===== src/hw/som_defines.svh =====
`ifndef SOM_DEFINES_SVH
`define SOM_DEFINES_SVH

// ----------------------------------------
// Clock and reset delay timing
// ----------------------------------------
`define SOM_CLK_PERIOD_NS 10
`define SOM_RESET_DELAY_ONE_NS 10000
`define SOM_RESET_DELAY_TWO_NS 2000
`define SOM_RESET_DELAY_ONE_CYC \
  ((`SOM_RESET_DELAY_ONE_NS + `SOM_CLK_PERIOD_NS - 1) / `SOM_CLK_PERIOD_NS)
`define SOM_RESET_DELAY_TWO_CYC \
  ((`SOM_RESET_DELAY_TWO_NS + `SOM_CLK_PERIOD_NS - 1) / `SOM_CLK_PERIOD_NS)
`define SOM_TMR_W 12

// ----------------------------------------
// Serial frame layout
// ----------------------------------------
`define SOM_FRAME_BITS 16
`define SOM_FRM_WR_BIT 15
`define SOM_FRM_ADDR_HI 14
`define SOM_FRM_ADDR_LO 8
`define SOM_ADDR_MODE_CTRL 7'h01
`define SOM_ADDR_WAKE_CTRL 7'h02

// ----------------------------------------
// Field positions and reset values
// ----------------------------------------
`define SOM_MODE_HI 7
`define SOM_MODE_LO 6
`define SOM_AUX_REQ_BIT 5
`define SOM_WAKE_EN_HI 2
`define SOM_LOCK_BIT 7
`define SOM_MODE_NORMAL 2'h0
`define SOM_MODE_SLEEP 2'h1
`define SOM_MODE_STOP 2'h2
`define SOM_MODE_SOFT_RST 2'h3
`define SOM_WAKE_EN_RST 3'h7

`endif


===== src/hw/som_pkg.sv =====
package som_pkg;
  `include "som_defines.svh"

  // ----------------------------------------
  // Operating modes, one-hot
  // ----------------------------------------
  typedef enum logic [5:0] {
    ST_INIT = 6'h01,
    ST_NORMAL = 6'h02,
    ST_STOP = 6'h04,
    ST_SLEEP = 6'h08,
    ST_RESTART = 6'h10,
    ST_FAILSAFE = 6'h20
  } som_state_t;

  // Core state of the mode machine
  typedef struct packed {
    som_state_t st;
    logic [1:0] mode_field;
    logic aux_req;
    logic [2:0] wake_en;
    logic lock;
    logic dev;
    logic cfg_fs;
    logic ot_seen;
    logic delay_sel;
    logic tmr_run;
    logic main_en;
    logic aux_en;
    logic can_force;
    logic mcu_rst_n;
    logic wd_run;
  } som_core_t;

  // Serial frame receiver state
  typedef struct packed {
    logic sck_p;
    logic cs_p;
    logic [15:0] sh;
    logic [4:0] cnt;
    logic [15:0] tx;
    logic miso;
    logic valid;
    logic [15:0] frame;
  } som_spi_t;

  // Reset delay timer state
  typedef struct packed {
    logic [`SOM_TMR_W-1:0] cnt;
    logic done;
  } som_tmr_t;
endpackage


===== src/hw/som_delay_timer.sv =====
`timescale 1ns/1ps
module som_delay_timer import som_pkg::*; #(
  parameter int LEN_ONE = `SOM_RESET_DELAY_ONE_CYC,
  parameter int LEN_TWO = `SOM_RESET_DELAY_TWO_CYC
) (
  // Clock and reset
  input wire logic clk_sys,
  input wire logic nrst,
  // Control
  input wire logic run,
  input wire logic sel_two,
  output logic done
);
  som_tmr_t q_q, d_d;
  logic [`SOM_TMR_W-1:0] last;

  // ----------------------------------------
  // Counter: restarts whenever run drops
  // ----------------------------------------
  always_comb begin
    d_d = q_q;
    last = sel_two ? `SOM_TMR_W'(LEN_TWO - 1) : `SOM_TMR_W'(LEN_ONE - 1);
    if (!run) begin
      d_d.cnt = '0;
      d_d.done = 1'b0;
    end else if (q_q.cnt >= last) begin
      d_d.done = 1'b1;
    end else begin
      d_d.cnt = q_q.cnt + `SOM_TMR_W'(1);
    end
  end

  // State register
  always_ff @(posedge clk_sys) begin
    if (!nrst) begin
      q_q <= '{cnt: '0, done: 1'b0};
    end else begin
      q_q <= d_d;
    end
  end

  assign done = q_q.done;
endmodule


===== src/hw/som_mode_fsm.sv =====
`timescale 1ns/1ps
module som_mode_fsm import som_pkg::*; #(
  parameter int LEN_ONE = `SOM_RESET_DELAY_ONE_CYC,
  parameter int LEN_TWO = `SOM_RESET_DELAY_TWO_CYC
) (
  // Clock and reset
  input wire logic clk_sys,
  input wire logic nrst,
  // Serial control pins
  input wire logic spi_sck,
  input wire logic spi_cs_n,
  input wire logic spi_mosi,
  output logic spi_miso,
  // Straps sampled in Init
  input wire logic dev_strap,
  input wire logic cfg_failsafe_strap,
  // Fault inputs
  input wire logic wd_fail,
  input wire logic main_uv,
  input wire logic overtemp,
  // Wake inputs
  input wire logic can_wake,
  input wire logic hv_wake_input,
  input wire logic gpio_wake,
  // Supply and peripheral controls
  output logic main_supply_en,
  output logic aux_supply_en,
  output logic can_normal_force,
  output logic mcu_reset_n,
  output logic wd_run,
  // Mode status
  output som_state_t mode_state,
  output logic dev_active
);
  // ----------------------------------------
  // Declarations
  // ----------------------------------------
  som_core_t q_q, d_d; // Mode machine state and next value
  logic frame_valid; // One-cycle pulse per good frame
  logic [15:0] frame_data; // Received frame
  logic [15:0] tx_word; // Status word returned on next frame
  logic tmr_done; // Reset delay elapsed
  logic wr_mode; // Write to mode control register
  logic wr_wake; // Write to wake control register
  logic [1:0] cmd_mode; // Requested mode
  logic wake_any; // Any enabled wake source
  logic wd_fail_v; // Watchdog failure that counts
  logic fault_now; // Failure that blocks Restart exit

  // Frame decoder used for both registers
  function automatic logic is_write(input logic [15:0] f, input logic [6:0] a);
    return f[`SOM_FRM_WR_BIT] && (f[`SOM_FRM_ADDR_HI:`SOM_FRM_ADDR_LO] == a);
  endfunction

  // ----------------------------------------
  // Submodules
  // ----------------------------------------
  som_spi_frame u_spi (
    .clk_sys(clk_sys),
    .nrst(nrst),
    .spi_sck(spi_sck),
    .spi_cs_n(spi_cs_n),
    .spi_mosi(spi_mosi),
    .spi_miso(spi_miso),
    .tx_word(tx_word),
    .frame_valid(frame_valid),
    .frame_data(frame_data)
  );

  som_delay_timer #(
    .LEN_ONE(LEN_ONE),
    .LEN_TWO(LEN_TWO)
  ) u_tmr (
    .clk_sys(clk_sys),
    .nrst(nrst),
    .run(q_q.tmr_run),
    .sel_two(q_q.delay_sel),
    .done(tmr_done)
  );

  // ----------------------------------------
  // Decode and event terms
  // ----------------------------------------
  assign wr_mode = frame_valid && is_write(frame_data, `SOM_ADDR_MODE_CTRL);
  assign wr_wake = frame_valid && is_write(frame_data, `SOM_ADDR_WAKE_CTRL);
  assign cmd_mode = frame_data[`SOM_MODE_HI:`SOM_MODE_LO];
  assign wake_any = (can_wake && q_q.wake_en[0]) || (hv_wake_input && q_q.wake_en[1])
                    || (gpio_wake && q_q.wake_en[2]);
  assign wd_fail_v = wd_fail && !q_q.dev;
  assign fault_now = main_uv || wd_fail_v;
  // Status answer: mode field, aux request, flags, wake enables
  assign tx_word = {8'h00, q_q.mode_field, q_q.aux_req, q_q.dev, q_q.cfg_fs, q_q.wake_en};

  // ----------------------------------------
  // Mode machine
  // ----------------------------------------
  always_comb begin
    d_d = q_q;
    // Register writes from the microcontroller
    if (wr_mode && !(q_q.st inside {ST_RESTART, ST_FAILSAFE, ST_SLEEP})) begin
      d_d.mode_field = cmd_mode;
      d_d.aux_req = frame_data[`SOM_AUX_REQ_BIT];
    end
    if (wr_wake && !q_q.lock) begin
      d_d.wake_en = frame_data[`SOM_WAKE_EN_HI:0];
      d_d.lock = frame_data[`SOM_LOCK_BIT];
    end
    case (q_q.st)
      ST_INIT: begin
        // Straps caught while in Init
        d_d.dev = dev_strap;
        d_d.cfg_fs = cfg_failsafe_strap;
        if (main_uv || wd_fail_v) begin
          d_d.st = ST_RESTART;
          d_d.delay_sel = 1'b0;
        end else if (frame_valid) begin
          // Any good frame moves on; wakes are ignored here
          d_d.st = ST_NORMAL;
        end
      end
      ST_NORMAL, ST_STOP: begin
        if (overtemp) begin
          d_d.st = ST_FAILSAFE;
          d_d.ot_seen = 1'b1;
        end else if (main_uv) begin
          d_d.st = ST_RESTART;
          d_d.delay_sel = 1'b0;
        end else if (wd_fail_v) begin
          d_d.st = q_q.cfg_fs ? ST_FAILSAFE : ST_RESTART;
          d_d.delay_sel = 1'b0;
        end else if (wr_mode) begin
          if (cmd_mode == `SOM_MODE_SOFT_RST) begin
            // Soft reset reloads everything not locked
            d_d.st = ST_INIT;
            d_d.mode_field = `SOM_MODE_NORMAL;
            d_d.aux_req = 1'b0;
            if (!q_q.lock) begin
              d_d.wake_en = `SOM_WAKE_EN_RST;
            end
          end else if (cmd_mode == `SOM_MODE_SLEEP) begin
            d_d.st = ST_SLEEP;
          end else if (cmd_mode == `SOM_MODE_STOP) begin
            d_d.st = ST_STOP;
          end else begin
            d_d.st = ST_NORMAL;
          end
        end
      end
      ST_SLEEP: begin
        if (wake_any) begin
          d_d.st = ST_RESTART;
          d_d.delay_sel = 1'b1;
        end
      end
      ST_RESTART: begin
        // Leave for Normal only after the fault cleared and the delay ran out
        if (overtemp) begin
          d_d.st = ST_FAILSAFE;
          d_d.ot_seen = 1'b1;
        end else if (tmr_done && !fault_now) begin
          d_d.st = ST_NORMAL;
        end
      end
      ST_FAILSAFE: begin
        // Permanent until a wake or, after an overtemp entry, the heat goes away
        if (wake_any || (q_q.ot_seen && !overtemp)) begin
          d_d.st = ST_RESTART;
          d_d.delay_sel = 1'b1;
          d_d.ot_seen = 1'b0;
        end
      end
      default: begin
        d_d.st = ST_INIT;
      end
    endcase
    // Mode field reads back Normal as soon as Restart is entered
    if (d_d.st == ST_RESTART) begin
      d_d.mode_field = `SOM_MODE_NORMAL;
    end
    // Outputs follow the next mode so they leave flops in step with it
    d_d.tmr_run = (d_d.st == ST_RESTART) && (q_q.st == ST_RESTART) && !fault_now;
    d_d.main_en = !(d_d.st inside {ST_SLEEP, ST_FAILSAFE});
    d_d.aux_en = d_d.dev || d_d.aux_req;
    d_d.can_force = d_d.dev;
    d_d.mcu_rst_n = !(d_d.st inside {ST_RESTART, ST_FAILSAFE, ST_SLEEP});
    d_d.wd_run = !d_d.dev && (d_d.st inside {ST_INIT, ST_NORMAL, ST_STOP});
  end

  // State register; power-up lands in Init
  always_ff @(posedge clk_sys) begin
    if (!nrst) begin
      q_q <= '{st: ST_INIT, mode_field: 2'h0, aux_req: 1'b0, wake_en: 3'h7,
               lock: 1'b0, dev: 1'b0, cfg_fs: 1'b0, ot_seen: 1'b0, delay_sel: 1'b0,
               tmr_run: 1'b0, main_en: 1'b1, aux_en: 1'b0, can_force: 1'b0,
               mcu_rst_n: 1'b1, wd_run: 1'b1};
    end else begin
      q_q <= d_d;
    end
  end

  // ----------------------------------------
  // Outputs
  // ----------------------------------------
  assign main_supply_en = q_q.main_en;
  assign aux_supply_en = q_q.aux_en;
  assign can_normal_force = q_q.can_force;
  assign mcu_reset_n = q_q.mcu_rst_n;
  assign wd_run = q_q.wd_run;
  assign mode_state = q_q.st;
  assign dev_active = q_q.dev;
endmodule


===== src/hw/som_spi_frame.sv =====
`timescale 1ns/1ps
module som_spi_frame import som_pkg::*; (
  // Clock and reset
  input wire logic clk_sys,
  input wire logic nrst,
  // Serial pins
  input wire logic spi_sck,
  input wire logic spi_cs_n,
  input wire logic spi_mosi,
  output logic spi_miso,
  // Frame side
  input wire logic [15:0] tx_word,
  output logic frame_valid,
  output logic [15:0] frame_data
);
  som_spi_t q_q, d_d;

  // ----------------------------------------
  // Shift logic
  // ----------------------------------------
  always_comb begin
    d_d = q_q;
    d_d.sck_p = spi_sck;
    d_d.cs_p = spi_cs_n;
    d_d.valid = 1'b0;
    if (q_q.cs_p && !spi_cs_n) begin
      // Frame start: preload answer word
      d_d.cnt = 5'h00;
      d_d.miso = tx_word[15];
      d_d.tx = {tx_word[14:0], 1'b0};
    end else if (!spi_cs_n && spi_sck && !q_q.sck_p) begin
      // Rising edge: sample, count saturates above frame size
      d_d.sh = {q_q.sh[14:0], spi_mosi};
      if (q_q.cnt != 5'h1f) begin
        d_d.cnt = q_q.cnt + 5'h01;
      end
    end else if (!spi_cs_n && !spi_sck && q_q.sck_p) begin
      // Falling edge: next answer bit
      d_d.miso = q_q.tx[15];
      d_d.tx = {q_q.tx[14:0], 1'b0};
    end else if (!q_q.cs_p && spi_cs_n) begin
      // Frame end: only exact 16-bit frames count
      d_d.valid = (q_q.cnt == 5'(`SOM_FRAME_BITS));
      d_d.frame = q_q.sh;
    end
  end

  // State register
  always_ff @(posedge clk_sys) begin
    if (!nrst) begin
      q_q <= '{sck_p: 1'b0, cs_p: 1'b1, sh: 16'h0000, cnt: 5'h00, tx: 16'h0000,
               miso: 1'b0, valid: 1'b0, frame: 16'h0000};
    end else begin
      q_q <= d_d;
    end
  end

  assign spi_miso = q_q.miso;
  assign frame_valid = q_q.valid;
  assign frame_data = q_q.frame;
endmodule


===== config.mk =====
export PLATFORM = sky130hd
export DESIGN_NAME = som_mode_fsm
export DESIGN_NICKNAME = d
export VERILOG_FILES = /design/src/hw/som_pkg.sv /design/src/hw/som_delay_timer.sv /design/src/hw/som_mode_fsm.sv /design/src/hw/som_spi_frame.sv
export VERILOG_INCLUDE_DIRS = /design/src /design/src/hw
export SDC_FILE = /design/constraint.sdc
export NUM_CORES = 1
export LEC_CHECK = 0
export CAP_MARGIN = 0
export CORE_ASPECT_RATIO = 1.4
export CORE_MARGIN = 2
export CORE_UTILIZATION = 47
export CTS_BUF_LIST = sky130_fd_sc_hd__clkbuf_16
export DETAILED_ROUTE_END_ITERATION = 16
export DONT_BUFFER_PORTS = 1
export GPL_ROUTABILITY_DRIVEN = 1
export PLACE_DENSITY = 0.61
export SLEW_MARGIN = 20
export SYNTH_ARGS = -nofsm -noshare
export SYNTH_HDL_FRONTEND = slang
export SYNTH_SLANG_ARGS = --single-unit

===== constraint.sdc =====
create_clock -name clk_sys -period 2.3 [get_ports clk_sys]
set_input_delay 0.115 -clock clk_sys [delete_from_list [all_inputs] [get_ports clk_sys]]
set_output_delay 0.115 -clock clk_sys [all_outputs]
set_load 0.03 [all_outputs]

==> impl_metrics.py <==
metrics = {
    "outcome": {
        "outcome": "completed",
    },
    "synth": {
        "ys_warn_count": 0,
        "async_flop_share_pct": 0,
        "ys_ff_latch": 89,
        "synth.distinct_cells": 54,
        "synth_seq_area_share_pct": 46.7,
        "synth_cells": 455,
        "synth_area_sq_mm": 0.00381,
        "avgSynthCellArea_sq_um": 8.38,
        "synthFlopType": "dfxtp_1",
        "syn_nets": 475,
        "synth_edf_count": 0,
    },
    "floorplanning": {
        "start_util_pct": 48.9,
        "io_pins": 26,
        "chipWidth_microns": 80.1,
        "rows": 38,
        "dieArea_sq_mm": 0.00886,
        "core_area_sq_mm": 0.00780,
        "die_h_microns": 111,
    },
    "sta": {
        "maxSlewViolCount": 0,
        "setup_viol": 0,
        "final.setup.tns_ns": 0,
        "worst_slack_ns": 0.184,
        "tightest_slew_ns": 0.738,
        "hold_viol": 0,
        "final.period_utilization_pct": 92.0,
        "rsz0062_at_grt": "false",
        "fmax_mhz": 473,
        "fin_skew_ns": 0.00955,
        "min_period_ns": 2.12,
        "slew_headroom_pct": 50.6,
    },
    "drt": {
        "first_iter_violations": 181,
        "wl_microns": 7870,
        "dr.pass1.iters": 6,
        "antenna_left": 0,
        "wl_per_cell_microns": 14.0,
        "vias": 3030,
        "avgViaCountPerCell": 5.37,
        "drc": 0,
    },
    "critical_path": {
        "crit_type": "register to register",
        "cp-end-kind": "register",
        "worst-path-max-fanout": 13,
        "crit_required_ns": 2.52,
        "start_kind": "register",
        "cp.arrival_ns": 2.33,
        "ff2ff_setup_slack_ns": 0.18,
    },
    "finish": {
        "fillers": 720,
        "seq_area_sq_mm": 0.00178,
        "design_area_sq_mm": 0.00429,
        "final_common_cell": "nand2_1",
        "final_cell_mix": "nand2_1, dfxtp_1, a21oi_1, nor2_1, buf_4",
        "multi_input_area_sq_mm": 0.00186,
        "fin_util_pct": 55.0,
        "syn_to_final_growth_pct": 12.4,
        "drive_gt1_share_pct": 9.27,
        "antenna_cells": 0,
        "layout.nets": 479,
    },
    "worst_hold_path": {
        "hold_path.class": "input port to register",
    },
    "placement": {
        "port_buffers": 0,
        "place_congestion": 0.868,
        "dp_hpwl_microns": 5420,
        "dp_slack_ns": 0.00538,
        "postPlaceCellArea_sq_mm": 0.00393,
    },
    "grt": {
        "antenna_found_initial": 0,
        "grtUsageTotal_pct": 18.7,
        "grt_pass1_wl_microns": 13300,
        "first_global_vias": 2938,
        "grt_start_max_net_pins": 32,
        "overflow": 0,
    },
    "cts": {
        "cts_buffers": 9,
        "h-tree-depth": 3,
        "cts_setup_buffers": 0,
        "clock-root-buffer": "clkbuf_16",
        "cts_tree": "yes",
        "clk_latency_ns": 0.34,
        "clk_pin_slew_ns": 0.07,
        "clkSinkCount": 89,
        "clockBufferDepth": 2,
    },
    "flow_run": {
        "max_cap_violations": 0,
    },
    "power": {
        "p_per_area_mw_per_mm2": 767,
        "power.leakage_nw": 1.52,
        "ir_worst_vdd_v": 0.000491,
    },
}
[state kept, by name, summed over array words and instances, names as in the netlist]
signal	count
mcu_reset_n	1
u_spi.spi_miso	1
wd_run	1
u_spi.q_q	38
mode_state	6
q_q	11
u_tmr.done	1
u_tmr.q_q	12
main_supply_en	1
u_spi.frame_valid	1
u_spi.frame_data	14
aux_supply_en	1
can_normal_force	1
[Yosys cell counts (2+ instances only)]
cell,count,area share [%]
dfxtp_1,89,47
xnor2_1,8,1.8
nor2_1,29,2.9
nor4_1,4,0.66
nand3_1,9,1.2
a32oi_1,4,0.92
nand4_1,3,0.49
or2_2,2,0.33
o211ai_1,4,0.79
ha_1,7,2.3
nor2b_1,7,1.1
nand2b_1,6,0.98
buf_4,7,1.4
o41ai_1,2,0.46
a2111oi_0,3,0.69
buf_2,3,0.39
xor2_1,6,1.4
or4_1,2,0.39
nor3_1,14,1.8
a21boi_0,13,2.6
or3_1,4,0.66
nor3b_1,2,0.39
nor4b_1,2,0.46
inv_1,14,1.4
o21ai_0,8,1.0
o21a_1,2,0.39
and3_1,2,0.33
a22oi_1,6,1.2
and2_1,4,0.66
mux2i_1,7,1.8
a21oi_1,41,5.4
nand2_1,102,10
clkbuf_1,18,1.8
[cell type report]
cell class,instances,share of cell area [%]
multi-input cells,323,43.4
well taps,100,2.92
repair buffers,22,4.03
inverters,14,1.23
clock inverters,7,1.66
clock buffers,9,5.25
flip-flops and latches,89,41.5
[critical path, cell delays in order (launching register included)]
cell and delay [ns]:
dfxtp_1 0.34, ha_1 0.24, a2111oi_1 0.60, o41ai_4 0.23, nor4_1 0.37, xnor2_1 0.16, nor2_1 0.05
[power breakdown]
part           switching [W]  total, W  internal (W)
sequential         0.0000338   0.00161       0.00157
clock               0.000607   0.00145      0.000839
combinational       0.000147  0.000237     0.0000904
[routing by layer]
| metal | vias up | global-route usage [%] | wire length, microns |
|---|---|---|---|
| li1 | 1563 | - | - |
| met1 | 1415 | 23.6 | 3680 |
| met2 | 36 | 29.9 | 3800 |
| met3 | 16 | 4.66 | 235 |
| met4 | 0 | 8.14 | 156 |
| met5 | - | 0 | 0 |
[repair_timing]
| action | 4_1_cts | 5_1_grt |
|---|---|---|
| hold buffers | 5 | 0 |
| setup endpoints to repair | 2 | 7 |
| hold endpoints to repair | 32 | 0 |
| gates resized for setup | 2 | 2 |
[through the flow]
stage	total power (W)	hold WS [ns]	cells
6_report	0.00329	0.0117	564
2_1_floorplan	0.00182	0.216	455
3_5_place_dp	0.00186	0.189	543
5_1_grt	0.00341	0.00971	564
4_1_cts	0.00331	0.00588	564
3_3_place_gp	0.00186	0.184	543
[path summary, 6_finish.rpt]
path	start	end	cells after the start
setup reg to reg	u_tmr.q_q[1]$_SDFFE_PN0N_	u_tmr.q_q[8]$_SDFFE_PN0N_	6
hold reg to reg	u_spi.q_q[32]$_SDFFE_PP0P_	u_spi.q_q[33]$_SDFFE_PP0P_	2
hold / removal	dev_strap	wd_run$_SDFF_PN1_	2
setup / recovery	u_tmr.q_q[1]$_SDFFE_PN0N_	u_tmr.q_q[8]$_SDFFE_PN0N_	6
[kinds of logic after synthesis]
kind of cell / count (synthesis) / share of synthesized area, %
fa+ha+maj: 7 / 2.30
simple gates: 202 / 24.9
buf+inv: 43 / 5.21
xor+xnor: 14 / 3.21
compound gates: 92 / 15.4
flops: 89 / 46.7
mux: 8 / 2.23
(Power assumes the default switching activity.)
